## src/verilog/fpp_map.vh

```
// Purpose: Constants for the flash program and protect controller.
// Assumes: 40 MHz system clock, 16-bit flash addresses.
// Notes: Times are in nanoseconds; cycle counts derive from them.
`ifndef FPP_MAP_VH
`define FPP_MAP_VH
`define FPP_CLK_PERIOD_NS 25
`define FPP_RCV_TIME_NS 1000
`define FPP_RCV_CYCLES ((`FPP_RCV_TIME_NS + `FPP_CLK_PERIOD_NS - 1) / `FPP_CLK_PERIOD_NS)
// Recovery counter load: one less than the 40 cycle recovery count.
`define FPP_RCV_LOAD 8'h27
// Synchroniser lanes for the raw pins.
`define FPP_SYNC_N 3
`define FPP_SYNC_TV 0
`define FPP_SYNC_WT 1
`define FPP_SYNC_SP 2
`define FPP_BP_UNPROT 8'hff
`define FPP_BP_ALLPROT 8'h00
`define FPP_BP_SHIFT 6
`define FPP_BP_BASE_MSB 16'h8000
`define FPP_ADDR_TOP 16'hffff
`define FPP_ST_READ 2'h0
`define FPP_ST_ARMED 2'h1
`define FPP_ST_HV 2'h2
`define FPP_ST_RECOVER 2'h3
`endif

```

## src/verilog/fpp_ctrl.v

```verilog
// Purpose: Flash program and erase sequencer with block write protection.
// Assumes: Control bits arrive as plain ports from the CPU on sys_clk.
// Notes: Raw pins (test voltage detect, wait, stop) are synchronised.
`timescale 1ns/1ps
`default_nettype none
`include "fpp_map.vh"
module fpp_ctrl #(
   parameter AW = 16,
   parameter BW = 8
) (
   // Clock and reset.
   input wire sys_clk,
   input wire rst_n,
   // CPU control bits.
   input wire program_select_bit,
   input wire erase_select_bit,
   input wire mass_erase_bit,
   input wire high_voltage_enable_req,
   input wire [AW-1:0] target_addr,
   // Protect register update, taken only under test voltage.
   input wire block_protect_wr,
   input wire [BW-1:0] block_protect_wdata,
   // Pins and low-power entry.
   input wire elevated_test_voltage,
   input wire wait_mode,
   input wire stop_mode,
   // Array control and status.
   output reg array_program_r,
   output reg array_erase_r,
   output reg array_mass_r,
   output reg high_voltage_enable_r,
   output reg array_read_ok_r,
   output reg standby_r,
   output reg hv_refused_r,
   output reg [BW-1:0] block_protect_reg_r,
   output reg test_voltage_r
);
   // Raw pins that pass the two-stage synchroniser, one lane each.
   localparam NSYNC = `FPP_SYNC_N;

   // Sequencer states.
   localparam [1:0] ST_READ = `FPP_ST_READ;
   localparam [1:0] ST_ARMED = `FPP_ST_ARMED;
   localparam [1:0] ST_HV = `FPP_ST_HV;
   localparam [1:0] ST_RECOVER = `FPP_ST_RECOVER;

   // Sequencer state and read recovery counter.
   reg [1:0] state_r;
   reg [1:0] state_nxt;
   reg [7:0] rcv_cnt_r;
   reg [7:0] rcv_cnt_nxt;

   // Synchronised pins.
   wire [NSYNC-1:0] pin_raw;
   wire [NSYNC-1:0] pin_sync;
   wire tv_sync;
   wire lowpwr;

   // Protection decode.
   wire [AW-1:0] bp_ext;
   wire [AW-1:0] prot_start;
   wire bp_locked;
   wire all_prot;
   wire range_hit;
   wire mass_hit;
   wire protected_hit;
   wire bp_take;

   // Sequence decode.
   wire any_op;
   wire op_live;
   wire hv_live;
   wire abort;
   wire enter_rcv;
   wire hv_refuse;

   genvar gi;

   assign pin_raw = {stop_mode, wait_mode, elevated_test_voltage};

   // Each lane is a plain two flip-flop synchroniser. Only the second
   // stage is read, so a metastable first stage never reaches the logic.
   generate
      for (gi = 0; gi < NSYNC; gi = gi + 1) begin : g_sync
         reg s1_r;
         reg s2_r;
         always @(posedge sys_clk or negedge rst_n) begin
            if (!rst_n) begin
               s1_r <= 1'b0;
               s2_r <= 1'b0;
            end else begin
               s1_r <= pin_raw[gi];
               s2_r <= s1_r;
            end
         end
         assign pin_sync[gi] = s2_r;
      end
   endgenerate

   assign tv_sync = pin_sync[`FPP_SYNC_TV];
   // Wait and stop abort an operation in exactly the same way.
   assign lowpwr = pin_sync[`FPP_SYNC_WT] | pin_sync[`FPP_SYNC_SP];

   // The protected range starts at a base set by the register and runs
   // up to the top address; all ones in the register protects nothing.
   assign bp_ext = {{(AW-BW){1'b0}}, block_protect_reg_r};
   assign prot_start = `FPP_BP_BASE_MSB | (bp_ext << `FPP_BP_SHIFT);
   assign bp_locked = (block_protect_reg_r != `FPP_BP_UNPROT);
   assign all_prot = (block_protect_reg_r == `FPP_BP_ALLPROT);
   assign range_hit = bp_locked && (target_addr >= prot_start);
   assign mass_hit = mass_erase_bit && bp_locked;
   assign protected_hit = all_prot | range_hit | mass_hit;
   // A protect write without the test voltage is dropped silently.
   assign bp_take = block_protect_wr && tv_sync;

   // Either select arms the sequencer.
   assign any_op = program_select_bit | erase_select_bit;
   assign op_live = (state_nxt == ST_ARMED) || (state_nxt == ST_HV);
   assign hv_live = (state_nxt == ST_HV);
   assign abort = lowpwr && (state_r != ST_READ);
   // Recovery starts once, on the edge that enters it.
   assign enter_rcv = (state_nxt == ST_RECOVER) &&
      (state_r != ST_RECOVER);
   // Refusal only counts while armed, never during an abort.
   assign hv_refuse = (state_r == ST_ARMED) && high_voltage_enable_req &&
      protected_hit && !lowpwr;

   // Next state. The arm is dropped when both selects fall or the core
   // enters low power before high voltage is granted.
   always @* begin
      state_nxt = state_r;
      case (state_r)
         ST_READ: begin
            // Low power while reading needs no action.
            if (any_op && !lowpwr)
               state_nxt = ST_ARMED;
         end
         ST_ARMED: begin
            // Protection is judged against the live target address.
            if (lowpwr || !any_op)
               state_nxt = ST_READ;
            else if (high_voltage_enable_req && !protected_hit)
               state_nxt = ST_HV;
         end
         ST_HV: begin
            // Only the request or low power ends the high voltage phase.
            if (lowpwr)
               state_nxt = ST_RECOVER;
            else if (!high_voltage_enable_req)
               state_nxt = ST_RECOVER;
         end
         ST_RECOVER: begin
            // The counter was loaded on the way in.
            if (rcv_cnt_r == 8'h00)
               state_nxt = ST_READ;
         end
         default: state_nxt = ST_READ;
      endcase
   end

   // Recovery counter: loaded on entry to recovery, then counts to zero.
   always @* begin
      rcv_cnt_nxt = rcv_cnt_r;
      if (enter_rcv)
         rcv_cnt_nxt = `FPP_RCV_LOAD;
      else if (rcv_cnt_r != 8'h00)
         rcv_cnt_nxt = rcv_cnt_r - 8'h01;
   end

   // State register.
   always @(posedge sys_clk or negedge rst_n) begin
      if (!rst_n) begin
         state_r <= ST_READ;
      end else begin
         state_r <= state_nxt;
      end
   end

   // The counter only runs in recovery; it rests at zero otherwise.
   always @(posedge sys_clk or negedge rst_n) begin
      if (!rst_n) begin
         rcv_cnt_r <= 8'h00;
      end else begin
         rcv_cnt_r <= rcv_cnt_nxt;
      end
   end

   // High voltage follows the state, so it is only granted at a target that is
   // unprotected on entry; a later address or protect change does not drop it.
   always @(posedge sys_clk or negedge rst_n) begin
      if (!rst_n) begin
         high_voltage_enable_r <= 1'b0;
      end else begin
         high_voltage_enable_r <= hv_live;
      end
   end

   // Refusal is flagged on every armed cycle without low power that the request is
   // held against protection.
   always @(posedge sys_clk or negedge rst_n) begin
      if (!rst_n) begin
         hv_refused_r <= 1'b0;
      end else begin
         hv_refused_r <= hv_refuse;
      end
   end

   // An abort drops every array control, which is the standby state.
   always @(posedge sys_clk or negedge rst_n) begin
      if (!rst_n) begin
         array_program_r <= 1'b0;
      end else if (abort) begin
         array_program_r <= 1'b0;
      end else begin
         array_program_r <= program_select_bit && op_live;
      end
   end

   // Erase select drives the array the same way as program select.
   always @(posedge sys_clk or negedge rst_n) begin
      if (!rst_n) begin
         array_erase_r <= 1'b0;
      end else if (abort) begin
         array_erase_r <= 1'b0;
      end else begin
         array_erase_r <= erase_select_bit && op_live;
      end
   end

   // Mass erase reaches the array only during high voltage and only
   // while no block is locked, so a locked part can never be wiped.
   always @(posedge sys_clk or negedge rst_n) begin
      if (!rst_n) begin
         array_mass_r <= 1'b0;
      end else if (abort) begin
         array_mass_r <= 1'b0;
      end else begin
         array_mass_r <= erase_select_bit && mass_erase_bit &&
            !bp_locked && hv_live;
      end
   end

   // Standby holds until software has dropped both selects.
   always @(posedge sys_clk or negedge rst_n) begin
      if (!rst_n) begin
         standby_r <= 1'b0;
      end else if (abort) begin
         standby_r <= 1'b1;
      end else if (!any_op) begin
         standby_r <= 1'b0;
      end
   end

   // After high voltage, reading resumes only once recovery has run out, so an
   // abort during high voltage pays the same recovery as a normal end of it.
   always @(posedge sys_clk or negedge rst_n) begin
      if (!rst_n) begin
         array_read_ok_r <= 1'b1;
      end else begin
         array_read_ok_r <= (state_nxt == ST_READ);
      end
   end

   // The protect register keeps its value through aborts; reset, or an all-ones
   // write under test voltage, returns it to fully unprotected.
   always @(posedge sys_clk or negedge rst_n) begin
      if (!rst_n) begin
         block_protect_reg_r <= `FPP_BP_UNPROT;
      end else if (bp_take) begin
         block_protect_reg_r <= block_protect_wdata;
      end
   end

   // Registered copy of the test voltage for software to read.
   always @(posedge sys_clk or negedge rst_n) begin
      if (!rst_n) begin
         test_voltage_r <= 1'b0;
      end else begin
         test_voltage_r <= tv_sync;
      end
   end
endmodule
`default_nettype wire

```

## config.mk

```make
export PLATFORM = sky130hd
export DESIGN_NAME = fpp_ctrl
export DESIGN_NICKNAME = d
export VERILOG_FILES = /design/src/verilog/fpp_ctrl.v
export VERILOG_INCLUDE_DIRS = /design/src /design/src/verilog
export SDC_FILE = /design/constraint.sdc
export NUM_CORES = 1
export LEC_CHECK = 0
export CORE_MARGIN = 10
export CORE_UTILIZATION = 25
export CTS_BUF_LIST = sky130_fd_sc_hd__clkbuf_2 sky130_fd_sc_hd__clkbuf_4 sky130_fd_sc_hd__clkbuf_8
export CTS_CLUSTER_SIZE = 30
export DETAILED_ROUTE_END_ITERATION = 10
export DONT_BUFFER_PORTS = 1
export PLACE_DENSITY = 0.38
export SETUP_SLACK_MARGIN = 0.4
export SYNTH_ARGS = -nofsm -noshare
export SYNTH_HDL_FRONTEND = slang
export SYNTH_SLANG_ARGS = --single-unit
```

## constraint.sdc

```tcl
create_clock -name sys_clk -period 2.4 [get_ports sys_clk]
set_clock_uncertainty 0.15 [all_clocks]
set_input_delay 0.48 -clock sys_clk [delete_from_list [all_inputs] [get_ports sys_clk]]
set_output_delay 0.48 -clock sys_clk [all_outputs]
set_load 0.005 [all_outputs]
```

# Word level (Yosys, flattened, before mapping)
# Index checks and enable logic that the tools add are counted.
# W data, S select, Z words.
[totals] input_bits=34 reg_bits=32 out_inout_bits=16
[classes] eq_ne=9 bitwise=4 addsub=1 magnitude_cmp=1 muxes=14 reduce_logical=28
[op_table] cell="$ge A16 B16 Y1" n=1
[op_table] cell="$logic_not A8 Y1" n=2
[op_table] cell="$mux W8" n=2
[op_table] cell="$logic_and A1 B1 Y1" n=15
[op_table] cell="$mux W2" n=6
[op_table] cell="$eq A2 B2 Y1 const B" n=4
[op_table] cell="$ne A8 B8 Y1 const B" n=1
[op_table] cell="$pmux W2 S4" n=1
[op_table] cell="$reduce_bool A8 Y1" n=1
[op_table] cell="$sub A8 B1 Y8 const B" n=1
[op_table] cell="$mux W1" n=5
[op_table] cell="$eq A2 B1 Y1 const B" n=2
[op_table] cell="$logic_not A1 Y1" n=4
[op_table] cell="$logic_not A2 Y1" n=2
[op_table] cell="$or A1 B1 Y1" n=4
[op_table] cell="$reduce_bool A2 Y1" n=2
[op_table] cell="$logic_or A1 B1 Y1" n=2
[op_table] cell="$ne A2 B1 Y1 const B" n=1
[op_table] cell="$ne A2 B2 Y1 const B" n=1

# Depth between registers and ports, before layout
# Gate-level depths: netlist (run 1).
[logic_depth] word_depth=13 mapped_depth=10 mapped_depth_nobuf=10

# Least setup slack after synthesis (run 1)
# No wires, ideal clock.
[synth_path] kind="flip-flop to flip-flop" from="register block_protect_reg_r[5]" to="register rcv_cnt_r[3]" arrival_time_ps=2355 slack_ps=-177 setup_ps=71 required_ps=2179 synth_period_minus_slack_ps=2577 n_path_buf=0 path_stages_with_launch=11 path_cell_list="dfstp_2 -> inv_1 -> ha_1 -> and3_4 -> a221oi_2 -> o221ai_2 -> o31ai_4 -> inv_1 -> ha_1 -> and2_1 -> nor2_1"
[synth_between] elab_chain_cells=12
[synth_rtl] item="start: declaration" line_no="fpp_ctrl.v:35" text="output reg [BW-1:0] block_protect_reg_r,"
[synth_rtl] item="start signal: assignment" line_no="fpp_ctrl.v:268" text="block_protect_reg_r <= `FPP_BP_UNPROT;"
[synth_rtl] item="start signal: assignment" line_no="fpp_ctrl.v:270" text="block_protect_reg_r <= block_protect_wdata;"
[synth_rtl] item="$ge A16 B16 Y1 / $ne A8 B8 Y1 (equally long branches)"
[synth_rtl] item="$logic_and A1 B1 Y1" line_no="fpp_ctrl.v:110" text="assign range_hit = bp_locked && (target_addr >= prot_start);"
[synth_rtl] item="$or A1 B1 Y1" line_no="fpp_ctrl.v:112" text="assign protected_hit = all_prot | range_hit | mass_hit;"
[synth_rtl] item="$or A1 B1 Y1 (*)" line_no="fpp_ctrl.v:112"
[synth_rtl] item="$logic_not A1 Y1 (*)" line_no="fpp_ctrl.v:142" text="else if (high_voltage_enable_req && !protected_hit)"
[synth_rtl] item="$logic_and A1 B1 Y1 (*)" line_no="fpp_ctrl.v:142"
[synth_rtl] item="$mux W2 (*)" line_no="fpp_ctrl.v:142"
[synth_rtl] item="$mux W2 (*)" line_no="fpp_ctrl.v:140" text="if (lowpwr || !any_op)"
[synth_rtl] item="$pmux W2 S4 (*)" line_no="fpp_ctrl.v:132" text="case (state_r)"
[synth_rtl] item="net state_nxt[0]" line_no="fpp_ctrl.v:49" text="reg [1:0] state_nxt;"
[synth_rtl] item="$eq A2 B2 Y1 (*)" line_no="fpp_ctrl.v:122" text="assign enter_rcv = (state_nxt == ST_RECOVER) &&"
[synth_rtl] item="$logic_and A1 B1 Y1 (*)" line_no="fpp_ctrl.v:122"
[synth_rtl] item="$mux W8 / $reduce_bool A2 Y1 (equally long branches)"
[synth_rtl] item="end signal: assignment" line_no="fpp_ctrl.v:184" text="rcv_cnt_r <= rcv_cnt_nxt;"
[synth_rtl] item="end: declaration" line_no="fpp_ctrl.v:50" text="reg [7:0] rcv_cnt_r;"
# Mark *: on every way through the listed nets, which the timed path passes. The rest lies on a longest branch.
# A chain may end at the register's enable or synchronous reset.

# Worst setup path after layout (run 1)
[layout_path] from="register block_protect_reg_r[3]" to="register array_program_r"
[layout_between] elab_chain_cells=13
[layout_rtl] item="$ge A16 B16 Y1 / $ne A8 B8 Y1 (equally long branches)"
[layout_rtl] item="$logic_and A1 B1 Y1" line_no="fpp_ctrl.v:110"
[layout_rtl] item="$or A1 B1 Y1" line_no="fpp_ctrl.v:112"
[layout_rtl] item="$or A1 B1 Y1 (*)" line_no="fpp_ctrl.v:112"
[layout_rtl] item="$logic_not A1 Y1 (*)" line_no="fpp_ctrl.v:142"
[layout_rtl] item="$logic_and A1 B1 Y1 (*)" line_no="fpp_ctrl.v:142"
[layout_rtl] item="$mux W2 (*)" line_no="fpp_ctrl.v:142"
[layout_rtl] item="$mux W2 (*)" line_no="fpp_ctrl.v:140"
[layout_rtl] item="$pmux W2 S4 (*)" line_no="fpp_ctrl.v:132"
[layout_rtl] item="$eq A2 B1 Y1 / $eq A2 B2 Y1 (equally long branches)" line_no="fpp_ctrl.v:118" text="assign op_live = (state_nxt == ST_ARMED) || (state_nxt == ST_HV);"
[layout_rtl] item="$logic_or A1 B1 Y1 (*)" line_no="fpp_ctrl.v:118"
[layout_rtl] item="$logic_and A1 B1 Y1 (*)" line_no="fpp_ctrl.v:215" text="array_program_r <= program_select_bit && op_live;"
[layout_rtl] item="$mux W1 (*)" line_no="fpp_ctrl.v:212" text="end else if (abort) begin"
[layout_rtl] item="end signal: assignment" line_no="fpp_ctrl.v:215"
[layout_rtl] item="end: declaration" line_no="fpp_ctrl.v:28" text="output reg array_program_r,"
# Every way passes the cells marked *; elsewhere a longest branch is shown, timed or not.

==> flow_metrics.py, run 1 <==
metrics = {
    "outcome": {
        "run_status": "finished, violations left",
        "violations_in_the_final_reports": "negative setup slack",
    },
    "floorplan": {
        "core_area_mm2": 0.006350,
        "dieArea_mm2": 0.01013,
        "initial_core_util": 0.2562,
        "die-width_um": 100.7,
        "std_cell_rows": 29,
        "chipHeight_um": 100.7,
        "io-pin-count": 50,
    },
    "route": {
        "drt-pass1-iter-count": 4,
        "viasPerCell": 4.762,
        "antenna_violating_nets_post_route": 0,
        "detailed_route_wire_length_per_cell_um": 16.65,
        "wirelength_um": 4195,
        "detailroute.via_count": 1200,
        "drc": 0,
        "drt-initial-drc-count": 30,
    },
    "logic_synthesis": {
        "post_synth.cell_area_avg_um2": 11.22,
        "syn_std_cell_area_mm2": 0.001627,
        "synth_warnings": 0,
        "syn-instance-count": 145,
        "synth-async-reset-ratio": 1.000,
        "synth.top_cells.by_area": "sky130_fd_sc_hd__dfrtp_1 (35%), sky130_fd_sc_hd__dfstp_2 (15%), sky130_fd_sc_hd__ha_1 (9.2%)",
        "number_of_enable_flip_flop_cells_after_synthesis": 0,
        "synth.ff_latch_count": 32,
        "ys_dominant_reg_cell": "sky130_fd_sc_hd__dfrtp_1",
        "yosysTopAreaCell": "sky130_fd_sc_hd__dfrtp_1",
        "syn_nets": 191,
        "area_fraction_of_the_dominant_cell_type_after_synthesis": 0.3538,
        "synth_seq_area_share": 0.4992,
        "count_of_cell_types_in_the_netlist": 34,
    },
    "finish": {
        "mostFrequentLayoutCells": "sky130_fd_sc_hd__dfrtp_1 (23), sky130_fd_sc_hd__buf_4 (20), sky130_fd_sc_hd__nand2_1 (12)",
        "layout.cell_area.non_filler_mm2": 0.002146,
        "finalNetCount": 220,
        "utilization": 0.3379,
        "antenna_cells_inserted": 0,
        "layout_commonest_cell": "sky130_fd_sc_hd__dfrtp_1",
        "area_growth_syn_to_layout_pct": 31.92,
        "layout-drive-gt1-share": 0.4114,
    },
    "clock_tree": {
        "cts_root_buffer": "sky130_fd_sc_hd__clkbuf_8",
        "cts_tree": "done",
        "insertion_delay_ps": 290,
        "clkSinkCount": 32,
        "clock_buffers_created_by_tritoncts": 5,
        "clk_pin_slew_worst_paths_ps": 70,
        "clock_tree.buffer_depth": 2,
        "cts_max_level": 2,
    },
    "placed_design": {
        "dp.final_hpwl_um": 3324,
        "area_after_dpl_mm2": 0.001922,
        "port_buf_inserts": 0,
        "finalWeightedCongestion": 0.7540,
        "dp_slack_ps": -133.3,
    },
    "sta": {
        "fin_hold_ws_ps": 72.84,
        "finalSetupViolations": 7,
        "finalWorstPathRequiredPeriod_ps": 2471,
        "worst_pin_slew_ps": 390.8,
        "fin_ws_ps": -71.25,
        "slew-limit-headroom": 0.7358,
        "highest_clock_frequency_the_design_can_meet_ghz": 0.4047,
        "final-hold-violation-count": 0,
        "totalNegativeSetupSlack_ps": -360.4,
        "min_period_over_period": 1.030,
        "rsz_0062_raised_after_global_routing": "yes",
        "timing.final.max_slew_violations": 0,
    },
    "grt": {
        "vias_in_the_first_global_route": 1301,
        "maximum_number_of_pins_on_one_net_before_global_route_repair": 33,
        "grt.total_usage": 0.08808,
        "grt_overflow_total": 0,
        "initial_antenna_violation_count": 0,
        "global_route_wire_length_before_repair_um": 6886,
    },
    "critical_path": {
        "cp.arrival_ps": 2490,
        "worst_setup_path_start_kind": "flip-flop",
        "r2r_cells": 8,
        "end_kind": "flip-flop",
        "cp_data_required_time_ps": 2420,
        "critPathKind": "flip-flop to flip-flop",
        "setup.reg_to_reg.worst_slack_ps": -70,
        "crit_path_max_fanout": 4,
    },
    "hold_path": {
        "min-delay-path-class": "input pin to flip-flop",
        "min_delay_path_depth": 0,
    },
    "power": {
        "power.density_mw_per_mm2": 927.9,
        "power.ir.vdd_worst_v": 0.0003753,
        "leakage_nw": 0.8978,
    },
    "flow_run": {
        "max_cap_viol_count": 0,
    },
}
## registers in the layout, summed over array words and instances (netlist names), 2 cells and up
signal	flops
block_protect_reg_r	8
g_sync.s1_r	3
g_sync.s2_r	3
state_r	2
rcv_cnt_r	8
## worst max-delay path: stages, from the launching register on
cell                       delay (ps)
sky130_fd_sc_hd__dfstp_2          540
sky130_fd_sc_hd__inv_2             40
sky130_fd_sc_hd__ha_4             220
sky130_fd_sc_hd__and3_4           180
sky130_fd_sc_hd__a221oi_4         310
sky130_fd_sc_hd__o221ai_4         170
sky130_fd_sc_hd__o31ai_4          260
sky130_fd_sc_hd__ha_2             340
sky130_fd_sc_hd__and3_1           140
## power breakdown
group	switching, W	internal [W]	leakage, nW
Combinational	0.000360	0.000341	0.474
Clock	0.000214	0.000307	0.0541
Sequential	0.0000959	0.000673	0.370
## kinds of logic after synthesis
kind of cell               Yosys count  synth area share
buffers and inverters               13           0.03000
and+or+nand+nor                     56            0.1969
xor gates and xnor gates             2           0.01077
muxes                                9           0.06154
adders and majority gates           12           0.09231
DFF                                 32            0.4992
AOI/OAI and AO/OA                   21            0.1092
## cell type report
cell class | count | area [um^2]
Clock buffer | 5 | 68.82
Tap cell | 77 | 96.34
Sequential cell | 32 | 812.0
Fill cell | 644 | 4204
Inverter | 13 | 48.80
Clock inverter | 3 | 42.54
Timing Repair Buffer | 22 | 180.2
Multi-Input combinational cell | 100 | 897.1
## cell usage after synthesis (2+ instances only)
cell type                  n
sky130_fd_sc_hd__a21o_1    2
sky130_fd_sc_hd__a21oi_1   4
sky130_fd_sc_hd__and2_1    4
sky130_fd_sc_hd__and3_1    2
sky130_fd_sc_hd__dfrtp_1  23
sky130_fd_sc_hd__dfstp_2   9
sky130_fd_sc_hd__ha_1     12
sky130_fd_sc_hd__inv_1    13
sky130_fd_sc_hd__mux2_2    8
sky130_fd_sc_hd__nand2_1  13
sky130_fd_sc_hd__nand3_1   5
sky130_fd_sc_hd__nand4_1   5
sky130_fd_sc_hd__nor2_1   10
sky130_fd_sc_hd__nor3_1    5
sky130_fd_sc_hd__nor4_1    3
sky130_fd_sc_hd__nor4b_1   2
sky130_fd_sc_hd__o21ai_0   6
sky130_fd_sc_hd__o31ai_4   2
sky130_fd_sc_hd__xnor2_1   2
## worst paths after layout
path | end | start
max | array_program_r | block_protect_reg_r[3]
min reg2reg | g_sync[0].s2_r | g_sync[0].s1_r
max reg2reg | array_program_r | block_protect_reg_r[3]
min | g_sync[0].s1_r | elevated_test_voltage
max in group asynchronous | block_protect_reg_r[4] | rst_n
min in group asynchronous | rcv_cnt_r[3] | rst_n
## through the flow
| stage | instances | power [W] |
|---|---|---|
| after floorplan | 145 | 0.001184 |
| after global placement | 241 | 0.001404 |
| after detailed placement | 241 | 0.001409 |
| after CTS | 252 | 0.002005 |
| after global routing | 252 | 0.002149 |
| final | 252 | 0.001991 |
## per-layer routing
layer / vias up / wire length (um) / GRT usage
met1: 581 / 1562 / 0.08844
met5: - / 0 / 0
met2: 37 / 2248 / 0.1523
met4: 0 / 44 / 0.02935
li1: 578 / - / -
met3: 4 / 339 / 0.04664
## repair_timing
action / CTS / global route
hold buffers: 2 / 0
hold endpoints to repair: 32 / 0
resized for setup: 11 / 5
setup buffers: 1 / 0
setup endpoints to repair: 16 / 16
pin swaps: 5 / 1
No activity file was read; power rests on OpenSTA's default activity.
==> run 2, diff against run 1 <==
CELL_PAD_IN_SITES_DETAIL_PLACEMENT = 1   (was not set)
CELL_PAD_IN_SITES_GLOBAL_PLACEMENT = 1   (was not set)
PLACE_DENSITY = 0.46   (was 0.38)
==> run 2 against run 1 <==
Effect of this change:
- sequential cell count did not move
- worst hold slack got worse by 2.2 ps
- global-route usage rose by 0.65 points
- first-iteration DRC count fell by 37%
- the flow still finishes with violations (negative setup slack)
- sequential power rose by 0.8%
- worst setup slack improved by 6.7 ps
- critical path type unchanged
==> flow_metrics.py, run 2 (synthesis results as in run 1) <==
metrics = {
    "sta": {
        "fin_ws_ps": -64.57,
        "finalWorstPathRequiredPeriod_ps": 2465,
        "slew-limit-headroom": 0.7304,
        "worst_pin_slew_ps": 400.7,
        "fin_hold_ws_ps": 70.64,
        "rsz_0062_raised_after_global_routing": "yes",
        "totalNegativeSetupSlack_ps": -293.4,
        "timing.final.max_slew_violations": 0,
        "finalSetupViolations": 6,
        "highest_clock_frequency_the_design_can_meet_ghz": 0.4058,
        "final-hold-violation-count": 0,
        "min_period_over_period": 1.027,
    },
    "floorplan": {
        "std_cell_rows": 29,
        "core_area_mm2": 0.006350,
        "chipHeight_um": 100.7,
        "die-width_um": 100.7,
        "initial_core_util": 0.2562,
        "io-pin-count": 50,
        "dieArea_mm2": 0.01013,
    },
    "finish": {
        "area_growth_syn_to_layout_pct": 35.62,
        "utilization": 0.3474,
        "mostFrequentLayoutCells": "sky130_fd_sc_hd__dfrtp_1 (23), sky130_fd_sc_hd__buf_4 (23), sky130_fd_sc_hd__nand2_1 (12)",
        "antenna_cells_inserted": 0,
        "finalNetCount": 225,
        "largestRegisters": "block_protect_reg_r (8), rcv_cnt_r (8)",
        "area_of_the_multi_input_gates_um2": 930.9,
        "layout-drive-gt1-share": 0.4500,
        "layout.filler_cells": 688,
        "register_area_um2": 812.0,
    },
    "route": {
        "antenna_violating_nets_post_route": 0,
        "drc": 0,
        "viasPerCell": 4.813,
        "detailed_route_wire_length_per_cell_um": 17.81,
        "drt-initial-drc-count": 19,
        "detailroute.via_count": 1237,
        "wirelength_um": 4576,
        "drt-pass1-iter-count": 4,
    },
    "hold_path": {
        "min-delay-path-class": "input pin to flip-flop",
    },
    "clock_tree": {
        "clk_pin_slew_worst_paths_ps": 70,
        "cts_tree": "done",
        "clkSinkCount": 32,
        "insertion_delay_ps": 280,
        "cts_root_buffer": "sky130_fd_sc_hd__clkbuf_8",
        "clock_tree.buffer_depth": 2,
        "clock_buffers_created_by_tritoncts": 5,
        "cts_max_level": 2,
    },
    "critical_path": {
        "critPathKind": "flip-flop to flip-flop",
        "end_kind": "flip-flop",
        "worst_setup_path_start_kind": "flip-flop",
        "timing.critical_path.cells": "inv_2 -> ha_4 -> and3_4 -> a221oi_4 -> o221ai_4 -> o31ai_4 -> buf_4 -> ha_4 -> and3_4",
        "worst_path_cell_with_the_longest_stage_delay": "sky130_fd_sc_hd__dfstp_2",
        "worst_path_largest_cell_delay_ps": 540,
        "cp.arrival_ps": 2490,
        "cp_data_required_time_ps": 2430,
        "crit_path_max_fanout": 3,
    },
    "grt": {
        "vias_in_the_first_global_route": 1478,
        "global_route_wire_length_before_repair_um": 7458,
        "initial_antenna_violation_count": 0,
        "grt.total_usage": 0.09456,
        "maximum_number_of_pins_on_one_net_before_global_route_repair": 33,
        "grt_overflow_total": 0,
    },
    "outcome": {
        "run_status": "finished, violations left",
        "violations_in_the_final_reports": "negative setup slack",
    },
    "placed_design": {
        "finalWeightedCongestion": 0.7603,
        "dp.final_hpwl_um": 3788,
        "port_buf_inserts": 0,
    },
    "power": {
        "power.density_mw_per_mm2": 897.9,
        "leakage_nw": 0.9134,
        "power_w": 0.001981,
        "power.ir.vdd_worst_v": 0.0003730,
    },
    "flow_run": {
        "max_cap_viol_count": 0,
    },
}
run 2: final timing paths:
kind	startpoint	end	slack, ps	cells after the start
max	block_protect_reg_r[4]	array_program_r	-60	9
min	elevated_test_voltage	g_sync[0].s1_r	70	0
max reg2reg	block_protect_reg_r[4]	array_program_r	-60	9
min reg2reg	g_sync[2].s1_r	g_sync[2].s2_r	200	0
max in group asynchronous	rst_n	block_protect_reg_r[4]	1370	2
min in group asynchronous	rst_n	hv_refused_r	490	2
run 2: repair_timing:
| item | 4_1_cts | 5_1_grt |
|---|---|---|
| hold buffers | 2 | 0 |
| endpoints found under the hold margin | 32 | 0 |
| pin swaps | 12 | 5 |
| buffers inserted | 2 | 1 |
| endpoints found under the setup margin | 16 | 16 |
| resized for setup | 18 | 6 |
run 2: per-stage QoR:
step,setup slack (ps),area [um^2],cells
floorplan,-3.070,1683,145
global placement,-100.6,1944,244
detailed placement,-216.1,1944,244
CTS,-129.6,2175,256
global route,-171.6,2206,257
finish,-64.57,2206,257
run 2: area by class of cell:
class / instances / share of cell area
Clock buffer: 6 / 0.03744
Clock inverter: 2 / 0.004538
Inverter: 13 / 0.02212
Multi-Input combinational cell: 100 / 0.4220
Sequential cell: 32 / 0.3681
Tap cell: 77 / 0.04368
Timing Repair Buffer: 27 / 0.1021
run 2: where the power goes:
part	internal, W	switching (W)
logic	0.000389	0.000384
registers	0.000673	0.000102
clock network	0.000229	0.000204
run 2: worst max-delay path, delay by kind of cell, from the launching register on:
kind / cells / cell delay (ps)
buffers and inverters: 2 / 210
AOI/OAI and AO/OA: 3 / 700
and+or+nand+nor: 2 / 330
DFF: 1 / 540
adders and majority gates: 2 / 420
run 2: per-layer routing:
metal	part of all wire	GRT usage	wire length, um
met5	0	0	0
met3	0.080	0.04664	366
met1	0.37	0.09445	1687
met4	0.0083	0.03152	38
met2	0.54	0.1666	2484
==> run 3, diff against run 2 <==
CELL_PAD_IN_SITES_DETAIL_PLACEMENT = not set   (was 1)
CELL_PAD_IN_SITES_GLOBAL_PLACEMENT = not set   (was 1)
HOLD_SLACK_MARGIN = 0.12   (was not set)
PLACE_DENSITY = 0.38   (was 0.46)
RECOVER_POWER = 100   (was not set)
==> run 3 against run 2 <==
Effect of this change:
- the flow still finishes with violations (negative setup slack)
- worst setup slack worse by 6.2 ps
- final cell count decreased by 0.78%
- wire length decreased by 8.4%
- first-iteration DRC count is 53% higher
- power up 0.36%
- largest cell class unchanged
==> flow_metrics.py, run 3 (synthesis results as in run 1) <==
metrics = {
    "floorplan": {
        "io-pin-count": 50,
        "core_area_mm2": 0.006350,
        "die-width_um": 100.7,
        "dieArea_mm2": 0.01013,
        "chipHeight_um": 100.7,
        "std_cell_rows": 29,
        "initial_core_util": 0.2562,
    },
    "route": {
        "drt-initial-drc-count": 29,
        "detailroute.via_count": 1212,
        "viasPerCell": 4.753,
        "drc": 0,
        "antenna_violating_nets_post_route": 0,
        "detailed_route_wire_length_per_cell_um": 16.44,
        "wirelength_um": 4193,
        "drt-pass1-iter-count": 4,
    },
    "sta": {
        "fin_ws_ps": -70.80,
        "finalWorstPathRequiredPeriod_ps": 2471,
        "finalSetupViolations": 7,
        "min_period_over_period": 1.030,
        "worst_pin_slew_ps": 803.9,
        "rsz_0062_raised_after_global_routing": "yes",
        "timing.final.max_slew_violations": 0,
        "slew-limit-headroom": 0.4641,
        "final-hold-violation-count": 0,
        "fin_hold_ws_ps": 190.8,
        "highest_clock_frequency_the_design_can_meet_ghz": 0.4047,
    },
    "finish": {
        "layout-drive-gt1-share": 0.3876,
        "largestRegisters": "block_protect_reg_r (8), rcv_cnt_r (8)",
        "mostFrequentLayoutCells": "sky130_fd_sc_hd__dfrtp_1 (23), sky130_fd_sc_hd__buf_4 (19), sky130_fd_sc_hd__nand2_1 (12)",
        "finalNetCount": 223,
        "utilization": 0.3397,
        "layout.filler_cells": 645,
        "antenna_cells_inserted": 0,
        "area_growth_syn_to_layout_pct": 32.62,
        "final_cell_count_no_fill": 255,
        "layout_commonest_cell": "sky130_fd_sc_hd__dfrtp_1",
    },
    "critical_path": {
        "critPathKind": "flip-flop to flip-flop",
        "crit_path_max_fanout": 4,
        "end_kind": "flip-flop",
        "timing.critical_path.cells": "inv_2 -> ha_4 -> and3_4 -> a221oi_4 -> o221ai_4 -> o31ai_4 -> ha_2 -> and3_1",
        "cp_data_required_time_ps": 2420,
        "setup.reg_to_reg.worst_slack_ps": -70,
        "worst_setup_path_start_kind": "flip-flop",
        "worst_path_largest_cell_delay_ps": 540,
        "worst_path_cell_with_the_longest_stage_delay": "sky130_fd_sc_hd__dfstp_2",
        "cp.arrival_ps": 2490,
    },
    "clock_tree": {
        "clock_tree.buffer_depth": 2,
        "cts_tree": "done",
        "cts_root_buffer": "sky130_fd_sc_hd__clkbuf_8",
        "clock_buffers_created_by_tritoncts": 5,
        "clk_pin_slew_worst_paths_ps": 70,
        "insertion_delay_ps": 290,
        "cts_max_level": 2,
        "clkSinkCount": 32,
    },
    "placed_design": {
        "port_buf_inserts": 0,
        "finalWeightedCongestion": 0.7540,
        "dp.final_hpwl_um": 3324,
        "dp_cells": 241,
    },
    "hold_path": {
        "min-delay-path-class": "input pin to flip-flop",
    },
    "power": {
        "share_comb_of_total_power": 0.352,
        "leakage_nw": 0.9012,
        "sw_frac_of_total": 0.3372,
        "power_frac_clock": 0.262,
        "power.ir.vdd_worst_v": 0.0003752,
        "netSwitchingPower_w": 0.0006704,
        "share_of_power_burned_in_registers": 0.386,
        "cell_internal_pwr_w": 0.001317,
        "power.density_mw_per_mm2": 921.5,
        "power_w": 0.001988,
    },
    "grt": {
        "maximum_number_of_pins_on_one_net_before_global_route_repair": 33,
        "grt.total_usage": 0.08836,
        "initial_antenna_violation_count": 0,
        "vias_in_the_first_global_route": 1319,
        "global_route_wire_length_before_repair_um": 6913,
        "grt_overflow_total": 0,
    },
    "outcome": {
        "violations_in_the_final_reports": "negative setup slack",
        "run_status": "finished, violations left",
    },
    "flow_run": {
        "max_cap_viol_count": 0,
    },
}
[run 3: changes by cell type in the layout (fill, tap and decap cells not counted), sizes merged]
cell / delta
clkbuf: +1
clkinvlp: +1
buf: -7
dlygate4sd3: +3
bufinv: +1
clkinv: -1
[run 3: through the flow]
| step | instance area, um^2 | worst slack, ps | setup TNS, ps |
|---|---|---|---|
| 2_1_floorplan | 1683 | -3.070 | -12.00 |
| 3_3_place_gp | 1922 | -76.01 | -556.4 |
| 3_5_place_dp | 1922 | -133.3 | -1048 |
| 4_1_cts | 2168 | -89.54 | -597.6 |
| 5_1_grt | 2157 | -189.0 | -1527 |
| 6_report | 2157 | -70.80 | -359.7 |
[run 3: worst paths after layout]
| check | from | end | cells past startpoint |
|---|---|---|---|
| max | block_protect_reg_r[3] | array_program_r | 8 |
| min | block_protect_wdata[5] | block_protect_reg_r[5] | 1 |
| max reg2reg | block_protect_reg_r[3] | array_program_r | 8 |
| min reg2reg | g_sync[0].s1_r | g_sync[0].s2_r | 0 |
| max in group asynchronous | rst_n | test_voltage_r | 2 |
| min in group asynchronous | rst_n | rcv_cnt_r[3] | 2 |
[run 3: per-layer routing]
metal / global-route usage / vias to the layer above / share of wire
met4: 0.02935 / 0 / 0.010
met5: 0 / - / 0
met2: 0.1533 / 37 / 0.54
met1: 0.08925 / 587 / 0.37
met3: 0.04527 / 4 / 0.079
li1: - / 584 / -
[run 3: power by group through the flow]
stage	clock [W]	combinational, W	sequential [W]
after global routing	0.000571	0.000791	0.000784
after floorplan	0	0.000403	0.000780
after detailed placement	0	0.000631	0.000778
after CTS	0.000542	0.000697	0.000769
final	0.000521	0.000699	0.000767
after global placement	0	0.000624	0.000780
[run 3: what timing repair did]
action	4_1_cts	5_1_grt
resized for setup	11	5
endpoints found under the hold margin	35	0
endpoints found under the setup margin	16	16
setup buffers	1	0
hold buffers	5	0
pin swaps	5	1
[run 3: worst max-delay path, delay by kind of cell, from the launching register on]
family,cells,cell delay [ps]
simple gates,2,320
flops,1,540
compound gates,3,740
buf+inv,1,40
fa+ha+maj,2,560
[run 3: cell type report]
cell class / instances / area [um^2] / share of cell area
Timing Repair Buffer: 25 / 191.4 / 0.08875
Clock buffer: 5 / 68.82 / 0.03190
Multi-Input combinational cell: 100 / 897.1 / 0.4159
Tap cell: 77 / 96.34 / 0.04466
Clock inverter: 3 / 42.54 / 0.01972
Sequential cell: 32 / 812.0 / 0.3764
Inverter: 13 / 48.80 / 0.02262
